File: config.mk
export PLATFORM = sky130hd
export DESIGN_NAME = vsf_sink_flat
export DESIGN_NICKNAME = d
export VERILOG_FILES = /design/src/rtl/vsf_pkg.sv /design/src/rtl/vsf_link_if.sv /design/src/rtl/vsf_sink.sv /design/src/flat_wrapper.sv
export VERILOG_INCLUDE_DIRS = /design/src /design/src/rtl
export SDC_FILE = /design/constraint.sdc
export NUM_CORES = 1
export LEC_CHECK = 0
export BUFFER_PORTS_ARGS = -buffer_cell sky130_fd_sc_hd__buf_2
export CORE_MARGIN = 10
export CORE_UTILIZATION = 50
export DETAILED_ROUTE_END_ITERATION = 8
export PLACE_DENSITY = 0.73
export SLEW_MARGIN = 20
export SYNTH_ARGS = -nofsm -noshare
export SYNTH_HDL_FRONTEND = slang
export SYNTH_SLANG_ARGS = --single-unit
File: constraint.sdc
create_clock -name ref_clk -period 5.7 [get_ports ref_clk]
set_input_delay 0.57 -clock ref_clk [delete_from_list [all_inputs] [get_ports ref_clk]]
set_output_delay 0.57 -clock ref_clk [all_outputs]
set_load 0.01 [all_outputs]
File: src/rtl/vsf_regs.svh
/*
 * Timing counts, limits and format constants for the video stream framing link.
 * Assumes inclusion by its bare name from the package, the link interface and the two end modules.
 */
`ifndef VSF_REGS_SVH
`define VSF_REGS_SVH

// =============================================================
// Format limits
// =============================================================
`define VSF_MAX_COMPONENTS 4
`define VSF_MAX_LINE_WIDTH 8192
`define VSF_DEF_LINE_WIDTH 1920
`define VSF_DEF_LINE_COUNT 1080
`define VSF_CNT_WIDTH 14

// =============================================================
// Component widths and their encodings
// =============================================================
`define VSF_CW_8 2'h0
`define VSF_CW_10 2'h1
`define VSF_CW_12 2'h2
`define VSF_CW_16 2'h3

// =============================================================
// User sideband layout
// =============================================================
`define VSF_SOF_BIT 0
`define VSF_USER_WIDTH 1

// =============================================================
// Buffer shape
// =============================================================
`define VSF_BUF_DEPTH 2

`endif

File: src/rtl/vsf_pkg.sv
/*
 * Types shared by both ends of the video stream framing link.
 * Assumes vsf_regs.svh sits on the include path.
 */
`include "vsf_regs.svh"

package vsf_pkg;

	// =============================================================
	// Types
	// =============================================================
	typedef logic [`VSF_CNT_WIDTH-1:0] vsf_count_t;
	typedef logic [1:0] vsf_cwidth_t;
	typedef logic [2:0] vsf_ncomp_t;

	typedef enum logic [1:0] {
		VSF_HUNT,
		VSF_ACTIVE,
		VSF_DROP
	} vsf_sink_state_e;

	// Bits per component for a given width code.
	function automatic logic [4:0] vsf_comp_bits(input vsf_cwidth_t code);
		case (code)
			`VSF_CW_8: vsf_comp_bits = 5'h08;
			`VSF_CW_10: vsf_comp_bits = 5'h0a;
			`VSF_CW_12: vsf_comp_bits = 5'h0c;
			default: vsf_comp_bits = 5'h10;
		endcase
	endfunction : vsf_comp_bits

endpackage : vsf_pkg

File: src/rtl/vsf_link_if.sv
/*
 * Stream link between the pixel source and the pixel sink.
 * Assumes both ends share ref_clk and rst.
 */
`timescale 1ns/1ps
`include "vsf_regs.svh"

interface vsf_link_if #(
	parameter int DATA_WIDTH = 48
) (
	input wire logic ref_clk,
	input wire logic rst
);
	logic tvalid;
	logic tready;
	logic [DATA_WIDTH-1:0] tdata;
	logic tlast;
	logic [`VSF_USER_WIDTH-1:0] tuser;
	logic aclken;

	modport source (
		input ref_clk, rst, tready, aclken,
		output tvalid, tdata, tlast, tuser
	);

	modport sink (
		input ref_clk, rst, tvalid, tdata, tlast, tuser, aclken,
		output tready
	);
endinterface : vsf_link_if

File: src/rtl/vsf_sink.sv
/*
 * Pixel sink end: checks frame and line markers, drops the rest of a broken frame, and buffers
 * accepted pixels in a two-entry buffer toward the user side.
 * Assumes the source shares ref_clk and aclken.
 */
`timescale 1ns/1ps
`include "vsf_regs.svh"

module vsf_sink #(
	parameter int COMP_MAX = `VSF_MAX_COMPONENTS,
	parameter int DATA_WIDTH = 48
) (
	// Link
	vsf_link_if.sink link,
	// Format
	input wire logic [2:0] cfg_ncomp,
	input wire logic [1:0] cfg_cwidth,
	input wire logic [`VSF_CNT_WIDTH-1:0] cfg_line_width,
	input wire logic [`VSF_CNT_WIDTH-1:0] cfg_line_count,
	// User pixels
	output logic pix_valid,
	output logic [COMP_MAX*16-1:0] pix_comp,
	output logic pix_sof,
	output logic pix_eol,
	input wire logic pix_ready,
	// Status
	output logic frame_error,
	output logic locked
);
	import vsf_pkg::*;

	localparam int BW = COMP_MAX * 16 + 2;

	// =============================================================
	// Framing check
	// =============================================================
	vsf_sink_state_e state;
	vsf_sink_state_e next_state;
	vsf_count_t x_pos;
	vsf_count_t y_pos;
	vsf_count_t next_x_pos;
	vsf_count_t next_y_pos;
	logic next_frame_error;
	logic next_locked;
	logic beat;
	logic sof;
	logic x_end;
	logic y_end;
	logic keep;
	logic [COMP_MAX*16-1:0] unpacked;
	logic buf_in_ready;
	logic relock;
	logic first_end;

	// Transfer only on valid with ready; ready falls when the buffer is full.
	assign beat = link.tvalid && link.tready && link.aclken;
	assign sof = link.tuser[`VSF_SOF_BIT];
	assign x_end = (x_pos == cfg_line_width - 1'b1);
	assign y_end = (y_pos == cfg_line_count - 1'b1);
	// A frame's first pixel ends its line only when lines are one pixel long.
	assign first_end = (cfg_line_width == vsf_count_t'(1));

	// Unpack in the same fixed order the source used.
	always_comb begin
		logic [4:0] bits;
		bits = vsf_comp_bits(cfg_cwidth);
		unpacked = '0;
		for (int c = 0; c < COMP_MAX; c++) begin
			for (int b = 0; b < 16; b++) begin
				if (c < int'(cfg_ncomp) && b < int'(bits) && c * int'(bits) + b < DATA_WIDTH) begin
					unpacked[c * 16 + b] = link.tdata[c * int'(bits) + b];
				end
			end
		end
	end

	always_comb begin
		next_state = state;
		next_x_pos = x_pos;
		next_y_pos = y_pos;
		next_frame_error = 1'b0;
		keep = 1'b0;
		relock = 1'b0;
		if (beat) begin
			case (state)
				VSF_HUNT, VSF_DROP: begin
					// Wait for a frame start to relock.
					relock = sof;
				end
				VSF_ACTIVE: begin
					// A misplaced marker ruins the frame.
					// An early frame start also begins the next frame at once.
					if (sof) begin
						next_frame_error = 1'b1;
						relock = 1'b1;
					end else if (link.tlast != x_end) begin
						next_frame_error = 1'b1;
						next_state = VSF_DROP;
					end else begin
						keep = 1'b1;
						if (x_end) begin
							next_x_pos = '0;
							if (y_end) begin
								next_y_pos = '0;
								next_state = VSF_HUNT;
							end else begin
								next_y_pos = y_pos + 1'b1;
							end
						end else begin
							next_x_pos = x_pos + 1'b1;
						end
					end
				end
				default: next_state = VSF_HUNT;
			endcase
			if (relock) begin
				next_state = VSF_DROP;
				next_y_pos = '0;
				if (link.tlast == first_end) begin
					keep = 1'b1;
					next_state = VSF_ACTIVE;
					next_x_pos = first_end ? '0 : vsf_count_t'(1);
					if (first_end) begin
						next_y_pos = vsf_count_t'(1);
						if (cfg_line_count == vsf_count_t'(1)) begin
							next_y_pos = '0;
							next_state = VSF_HUNT;
						end
					end
				end
			end
		end
		next_locked = (next_state == VSF_ACTIVE);
	end

	always_ff @(posedge link.ref_clk or posedge link.rst) begin
		if (link.rst) begin
			state <= VSF_HUNT;
			x_pos <= '0;
			y_pos <= '0;
			frame_error <= 1'b0;
			locked <= 1'b0;
		end else begin
			state <= next_state;
			x_pos <= next_x_pos;
			y_pos <= next_y_pos;
			frame_error <= next_frame_error;
			locked <= next_locked;
		end
	end

	// =============================================================
	// Two-entry buffer
	// =============================================================
	// Dropped beats are still accepted so a broken frame drains instead of stalling.
	// Pixels of a frame that breaks midway have already left; the error pulse flags it.
	logic [BW-1:0] mem [`VSF_BUF_DEPTH];
	logic [BW-1:0] next_mem [`VSF_BUF_DEPTH];
	logic [1:0] count;
	logic [1:0] next_count;
	logic push;
	logic pop;

	assign buf_in_ready = (next_count != 2'(`VSF_BUF_DEPTH));
	assign push = beat && keep;
	assign pop = pix_valid && pix_ready;

	always_comb begin
		next_mem = mem;
		next_count = count;
		if (pop) begin
			next_mem[0] = mem[1];
		end
		if (push) begin
			// Markers are stored with their own pixel.
			next_mem[(pop ? count - 2'h1 : count) == 2'h0 ? 0 : 1] = {sof, link.tlast, unpacked};
		end
		next_count = count + 2'(push) - 2'(pop);
	end

	always_ff @(posedge link.ref_clk or posedge link.rst) begin
		if (link.rst) begin
			mem[0] <= '0;
			mem[1] <= '0;
			count <= 2'h0;
		end else begin
			mem <= next_mem;
			count <= next_count;
		end
	end

	// Ready follows the next fill level, so a full buffer stalls the link.
	always_ff @(posedge link.ref_clk or posedge link.rst) begin
		if (link.rst) begin
			link.tready <= 1'b0;
			pix_valid <= 1'b0;
			pix_comp <= '0;
			pix_sof <= 1'b0;
			pix_eol <= 1'b0;
		end else begin
			link.tready <= buf_in_ready;
			pix_valid <= (next_count != 2'h0);
			pix_comp <= next_mem[0][COMP_MAX*16-1:0];
			pix_eol <= next_mem[0][COMP_MAX*16];
			pix_sof <= next_mem[0][COMP_MAX*16+1];
		end
	end

endmodule : vsf_sink

File: src/flat_wrapper.sv
// flat-port wrapper written by rule: the top's interface ports become plain ports
module vsf_sink_flat import vsf_pkg::*;
#(
	parameter int COMP_MAX = `VSF_MAX_COMPONENTS,
	parameter int DATA_WIDTH = 48
)
  (cfg_ncomp, cfg_cwidth, cfg_line_width, cfg_line_count, pix_valid, pix_comp, pix_sof, pix_eol, pix_ready, frame_error, locked, ref_clk, rst, link_tvalid, link_tdata, link_tlast, link_tuser, link_aclken, link_tready);
  vsf_link_if #(.DATA_WIDTH(DATA_WIDTH)) link_i (.ref_clk(ref_clk), .rst(rst));
  input wire logic [2:0] cfg_ncomp;
  input wire logic [1:0] cfg_cwidth;
  input wire logic [`VSF_CNT_WIDTH-1:0] cfg_line_width;
  input wire logic [`VSF_CNT_WIDTH-1:0] cfg_line_count;
  output logic pix_valid;
  output logic [COMP_MAX*16-1:0] pix_comp;
  output logic pix_sof;
  output logic pix_eol;
  input wire logic pix_ready;
  output logic frame_error;
  output logic locked;
  input wire logic ref_clk;
  input wire logic rst;
  input wire logic [$bits(link_i.tvalid)-1:0] link_tvalid;
  input wire logic [$bits(link_i.tdata)-1:0] link_tdata;
  input wire logic [$bits(link_i.tlast)-1:0] link_tlast;
  input wire logic [$bits(link_i.tuser)-1:0] link_tuser;
  input wire logic [$bits(link_i.aclken)-1:0] link_aclken;
  output wire logic [$bits(link_i.tready)-1:0] link_tready;
  assign link_i.tvalid = link_tvalid;
  assign link_i.tdata = link_tdata;
  assign link_i.tlast = link_tlast;
  assign link_i.tuser = link_tuser;
  assign link_i.aclken = link_aclken;
  assign link_tready = link_i.tready;
  vsf_sink #(.COMP_MAX(COMP_MAX), .DATA_WIDTH(DATA_WIDTH)) u_core (.link(link_i), .cfg_ncomp(cfg_ncomp), .cfg_cwidth(cfg_cwidth), .cfg_line_width(cfg_line_width), .cfg_line_count(cfg_line_count), .pix_valid(pix_valid), .pix_comp(pix_comp), .pix_sof(pix_sof), .pix_eol(pix_eol), .pix_ready(pix_ready), .frame_error(frame_error), .locked(locked));
endmodule
==> qor.txt, run 1 <==
Final Net Count: 1465
Std-Cell Rows: 59
leading cell type in the layout, fill and taps excluded: mux2i_1
reg-to-reg startpoint: u_core.x_pos[2]
Synth cell types: 74
Die Y: 182.4 um
Critical Path RT: 6.03 ns
DR iter-0 viols: 1081
largest net degree at the start of global routing: 112
dpl ws: 1.374 ns
fraction of layout cells with a size suffix above 1: 0.2575
R2R Setup Slk: 1.91 ns
num ports: 158
LEAKAGE: 6.595 nW
grt total ovfl: 0
post-synthesis register bit count: 168
number of enable flip-flop cells after synthesis: 0
Tcrit/Tclk final: 0.6821
area of the core: 25980 um^2
Num CTS Buffers: 17
Yosys Warn Count: 0
post-layout util: 0.5520
CTS Sinks: 168
Yosys top cell area share: 0.3188
I/O Buffers: 157
number of global-route vias before repair: 10670
Ant. Diodes: 0
most frequent cells in the layout: mux2i_1 (201), dfrtp_1 (168), buf_2 (157)
insertion delay to the later sink of the worst-skew pair: 0.43 ns
Async SR Flop Fraction: 1.000
Post-CTS Setup Inserts: 0
Clock Tree Buf Depth: 2
number of H-tree levels: 4
worst-case clock skew: 0.01161 ns
multi-input logic area: 7833 um^2
WL/cell: 21.36 um
initial antenna violation count: 0
RSZ-0062 raised after global routing: no
Top FF cell, synth: dfrtp_1
first-pass GRT wire length: 58490 um
area grow syn2layout: 8.777%
crit path launch type: input pin
# fillers: 2258
Rel. slew slack: 0.3676
DRC viols: 0
Hold Crit Class: in -> async
sequential share of the synthesized area: 0.3188
Yosys top cell by area: dfrtp_1
type of the worst setup path: in -> reg
worst path arrival time: 4.22 ns
register area: 4204 um^2
PwrDens: 353.5 nW/um^2
GRT Total Usage: 0.2151
DRT antenna net count: 0
Die Footprint: 33270 um^2
reg-to-reg critical path endpoint: u_core.mem[83]
Finished Layout Cells: 1710
post-DR vias/cell: 6.250
Hold Slack: 0.07690 ns
Initial Util: 0.5075
GPL Wtd Cong: 0.9659
width of the die: 182.4 um
final setup violation count: 0
Final Hold Violating Endpoints: 0
post-route cell area: 14340 um^2
post-route minimum period: 3.888 ns
crit path capture type: register
hpwl dp: 26280 um
crit path max fanout: 45
Avg Inst Size Synth: 9.922 um^2
total power: 5.071 mW
PostCTS Resize Cnt: 0
setup ws final: 1.812 ns
iteration count of the initial detailed-routing pass: 5
clk root buf: clkbuf_16
Mapped Area: 13190 um^2
placed inst area: 13650 um^2
top cells by area, synth: dfrtp_1 (32%), mux2i_1 (15%), mux4_2 (9.7%)
syn nets: 1432
Achievable Freq: 257.2 MHz
Hold Buf Count CTS: 0
Slew Viols, Final: 0
WL final: 36520 um
post-synthesis instance total: 1329
outcome: finished, final reports clean
Peak VDD IR: 0.2080 mV
CTS tree: built
clock transition at the registers of the reported paths: 0.06 ns
TNS Setup: 0 ns
Max-Cap Viols: 0
Slew @ Worst Pin: 0.9486 ns
DP Cell Count: 1677
worst r2r path cells: 10
via count: 10690
## logic make-up after synthesis
kind of cell	synth area share
simple gates	0.1308
mux	0.3120
buf+inv	0.09033
compound gates	0.1099
flops	0.3188
xor+xnor	0.02391
fa+ha+maj	0.01423
## synthesized netlist by cell type (5+ instances only)
| cell | count |
|---|---|
| a211o_1 | 6 |
| xnor2_1 | 20 |
| mux4_2 | 57 |
| a31oi_1 | 9 |
| mux2i_1 | 201 |
| ha_1 | 15 |
| buf_2 | 13 |
| inv_1 | 71 |
| clkbuf_1 | 58 |
| o21a_1 | 5 |
| xor2_1 | 16 |
| buf_6 | 8 |
| nand4_1 | 11 |
| buf_1 | 14 |
| nor2b_1 | 17 |
| o22ai_1 | 6 |
| a21oi_1 | 30 |
| nand2_1 | 103 |
| o21ai_0 | 47 |
| nor2_1 | 58 |
| o221ai_1 | 5 |
| nor3_1 | 20 |
| nand3_1 | 33 |
| or2_2 | 8 |
| mux2_1 | 6 |
| and3_1 | 20 |
| mux2_2 | 64 |
| nor4_1 | 14 |
| nand2b_1 | 13 |
| and2_1 | 16 |
| o211ai_1 | 27 |
| a211oi_1 | 18 |
| a311oi_1 | 6 |
| a22o_1 | 9 |
| dfrtp_1 | 168 |
| buf_4 | 66 |
## final cells by class
type | instances | area share
Multi-Input combinational cell | 930 | 0.5461
Sequential cell | 168 | 0.2931
Timing Repair Buffer | 173 | 0.06629
Clock buffer | 18 | 0.02992
Tap cell | 335 | 0.02922
Inverter | 72 | 0.01919
Clock inverter | 14 | 0.01622
## per-layer routing
layer	track usage	routed length, um	part of all wire
met4	0.06704	984	0.027
met3	0.05302	3795	0.10
met2	0.3380	16600	0.45
met5	0.004601	0	0
met1	0.2854	15140	0.41
## power breakdown
part,total [mW],leakage (nW),switching (mW),internal (mW)
registers,1.94,2.11,0.286,1.65
clock network,1.30,0.320,0.509,0.792
logic,1.83,4.16,0.991,0.841
total,5.07,6.60,1.79,3.29
## how the worst max path moves through the flow
stage | cells after the start | slack (ns) | endpoint | from
finish | 13 | 1.81 | u_core.mem[83] | cfg_line_width[0]
global route | 13 | 1.57 | u_core.mem[83] | cfg_line_width[0]
CTS | 13 | 1.78 | u_core.mem[83] | cfg_line_width[0]
detailed placement | 13 | 1.37 | u_core.mem[78] | cfg_line_width[0]
global placement | 13 | 1.52 | u_core.mem[79] | cfg_line_width[0]
floorplan | 1 | 0.58 | asynchronous set/reset pin | rst
## worst max-delay path, cell delays in order
cell	delay, ns
buf_2	0.14
inv_1	0.05
ha_1	0.26
and2_1	0.19
o21a_1	0.19
o31ai_1	0.23
o2111ai_1	0.31
o31a_4	0.49
nor3_4	0.18
buf_4	0.25
o2111a_4	0.71
buf_4	0.38
mux2i_1	0.26
Note: power is estimated with default switching activity, not from simulation.
==> run 2: changes to the inputs <==
--- a/config.mk
+++ b/config.mk
@@ -10,7 +10,7 @@
 export CORE_MARGIN = 10
 export CORE_UTILIZATION = 50
 export DETAILED_ROUTE_END_ITERATION = 8
-export PLACE_DENSITY = 0.73
+export PLACE_DENSITY = 0.76
 export SLEW_MARGIN = 20
 export SYNTH_ARGS = -nofsm -noshare
 export SYNTH_HDL_FRONTEND = slang
==> constraint.sdc (replaced) <==
create_clock -name ref_clk -period 3.35 [get_ports ref_clk]
set_input_delay 0.335 -clock ref_clk [delete_from_list [all_inputs] [get_ports ref_clk]]
set_output_delay 0.335 -clock ref_clk [all_outputs]
set_load 0.01 [all_outputs]
==> run 2 against run 1 <==
  * Worst setup slack got worse by 1.5 ns
  * Via count up 2.5%
  * Sequential cell count stayed put
  * Critical endpoint is now u_core.link.tready
  * Power increased by 68%
  * Global-route usage is 0.61 points higher
  * Count of clock-buffer cells in the layout stayed put
==> qor.txt, run 2 (synthesis results as in run 1) <==
outcome: finished, final reports clean
min-delay src: link_tuser
Num CTS Buffers: 17
number of global-route vias before repair: 10920
Critical Path RT: 3.67 ns
Achievable Freq: 332.3 MHz
DRC viols: 0
number of H-tree levels: 4
CTS tree: built
leading cell type in the layout, fill and taps excluded: mux2i_1
DP Cell Count: 1724
GRT Total Usage: 0.2211
crit path capture type: register
Final Net Count: 1513
PostCTS Resize Cnt: 0
Slew @ Worst Pin: 0.9323 ns
placed inst area: 14050 um^2
I/O Buffers: 157
Std-Cell Rows: 59
R2R Setup Slk: 0.34 ns
worst-case clock skew: 0.009937 ns
worst r2r path cells: 11
Rel. slew slack: 0.3785
clock transition at the registers of the reported paths: 0.07 ns
DRT antenna net count: 0
Finished Layout Cells: 1758
num ports: 158
PwrDens: 580.3 nW/um^2
insertion delay to the later sink of the worst-skew pair: 0.44 ns
DR iter-0 viols: 1132
Tcrit/Tclk final: 0.8984
post-DR vias/cell: 6.234
Die Footprint: 33270 um^2
final setup violation count: 0
type of the worst setup path: reg -> reg
hpwl dp: 27910 um
largest net degree at the start of global routing: 54
reg-to-reg startpoint: u_core.x_pos[5]
via count: 10960
Peak VDD IR: 0.3627 mV
most frequent cells in the layout: mux2i_1 (201), dfrtp_1 (168), buf_2 (157)
initial antenna violation count: 0
Hold Crit Class: in -> reg
reg-to-reg critical path endpoint: u_core.link.tready
# fillers: 2226
first-pass GRT wire length: 59430 um
iteration count of the initial detailed-routing pass: 6
WL/cell: 21.54 um
Slew Viols, Final: 0
Final Hold Violating Endpoints: 0
width of the die: 182.4 um
Post-CTS Setup Inserts: 0
RSZ-0062 raised after global routing: no
LEAKAGE: 6.817 nW
clk root buf: clkbuf_16
crit path max fanout: 9
post-layout util: 0.5648
Clock Tree Buf Depth: 2
number of stages on the worst hold path: 2
crit path launch type: register
Ant. Diodes: 0
Max-Cap Viols: 0
worst path arrival time: 3.33 ns
area grow syn2layout: 11.30%
area of the core: 25980 um^2
CTS Sinks: 168
multi-input logic area: 7830 um^2
register area: 4204 um^2
Die Y: 182.4 um
GPL Wtd Cong: 0.9965
Hold Path End: u_core.mem[131]
WL final: 37860 um
total power: 8.517 mW
post-route minimum period: 3.010 ns
TNS Setup: 0 ns
post-route cell area: 14680 um^2
Initial Util: 0.5075
grt total ovfl: 0
fraction of layout cells with a size suffix above 1: 0.2818
[run 2: cell count changes in the layout (fill, tap and decap cells not counted)]
cell	previous run	this run
buf_12	2	7
ha_1	12	13
buf_4	13	56
buf_16	1	0
ha_2	2	1
inv_8	2	4
clkbuf_1	1	0
clkbuf_8	0	1
dlygate4sd3_1	0	1
clkinv_4	2	4
bufinv_16	5	1
[run 2: report_power, final]
part | leakage, nW | switching [mW] | internal [mW]
logic | 4.41 | 1.72 | 1.49
clock network | 0.294 | 0.941 | 1.08
registers | 2.11 | 0.476 | 2.81
[run 2: repair_timing]
action                                  CTS  global route
endpoints found under the setup margin    0             0
endpoints found under the hold margin     0            11
hold buffers                              0             1
[run 2: metrics by stage]
stage,hold WS (ns),setup slack [ns]
6_report,0.2443,0.3404
5_1_grt,0.2506,0.1319
4_1_cts,0.1427,0.3459
3_5_place_dp,0.4776,0.1150
3_3_place_gp,0.4696,0.1232
2_1_floorplan,0.4534,0.1521
[run 2: critical path: stages (launching register included)]
cell,delay (ns)
dfrtp_1,0.52
nand3b_1,0.13
a2111oi_2,0.36
nor3_1,0.09
a211o_1,0.31
o31a_4,0.30
nor3_4,0.26
o21a_1,0.18
ha_1,0.16
xor2_1,0.18
xnor2_1,0.11
or2_2,0.28
[run 2: layout make-up]
type	instances	area share
Clock buffer	18	0.02992
Clock inverter	14	0.01049
Inverter	72	0.01867
Multi-Input combinational cell	930	0.5335
Sequential cell	168	0.2864
Tap cell	335	0.02856
Timing Repair Buffer	221	0.09241
[run 2: worst max-delay path by stage]
stage	to	from	depth (start not counted)	slack, ns
CTS	u_core.link.tready	u_core.x_pos[5]	11	0.35
global route	u_core.link.tready	u_core.x_pos[5]	11	0.13
floorplan	u_core.mem[85]	cfg_cwidth[0]	12	0.15
finish	u_core.link.tready	u_core.x_pos[5]	11	0.34
global placement	u_core.link.tready	cfg_line_width[2]	12	0.12
detailed placement	u_core.link.tready	cfg_line_width[2]	12	0.12
[run 2: metal layers]
metal / track usage / vias up / part of all wire
li1: - / 4956 / -
met3: 0.06489 / 94 / 0.10
met1: 0.2861 / 5335 / 0.41
met2: 0.3438 / 574 / 0.45
met4: 0.08103 / 0 / 0.031
met5: 0 / - / 0
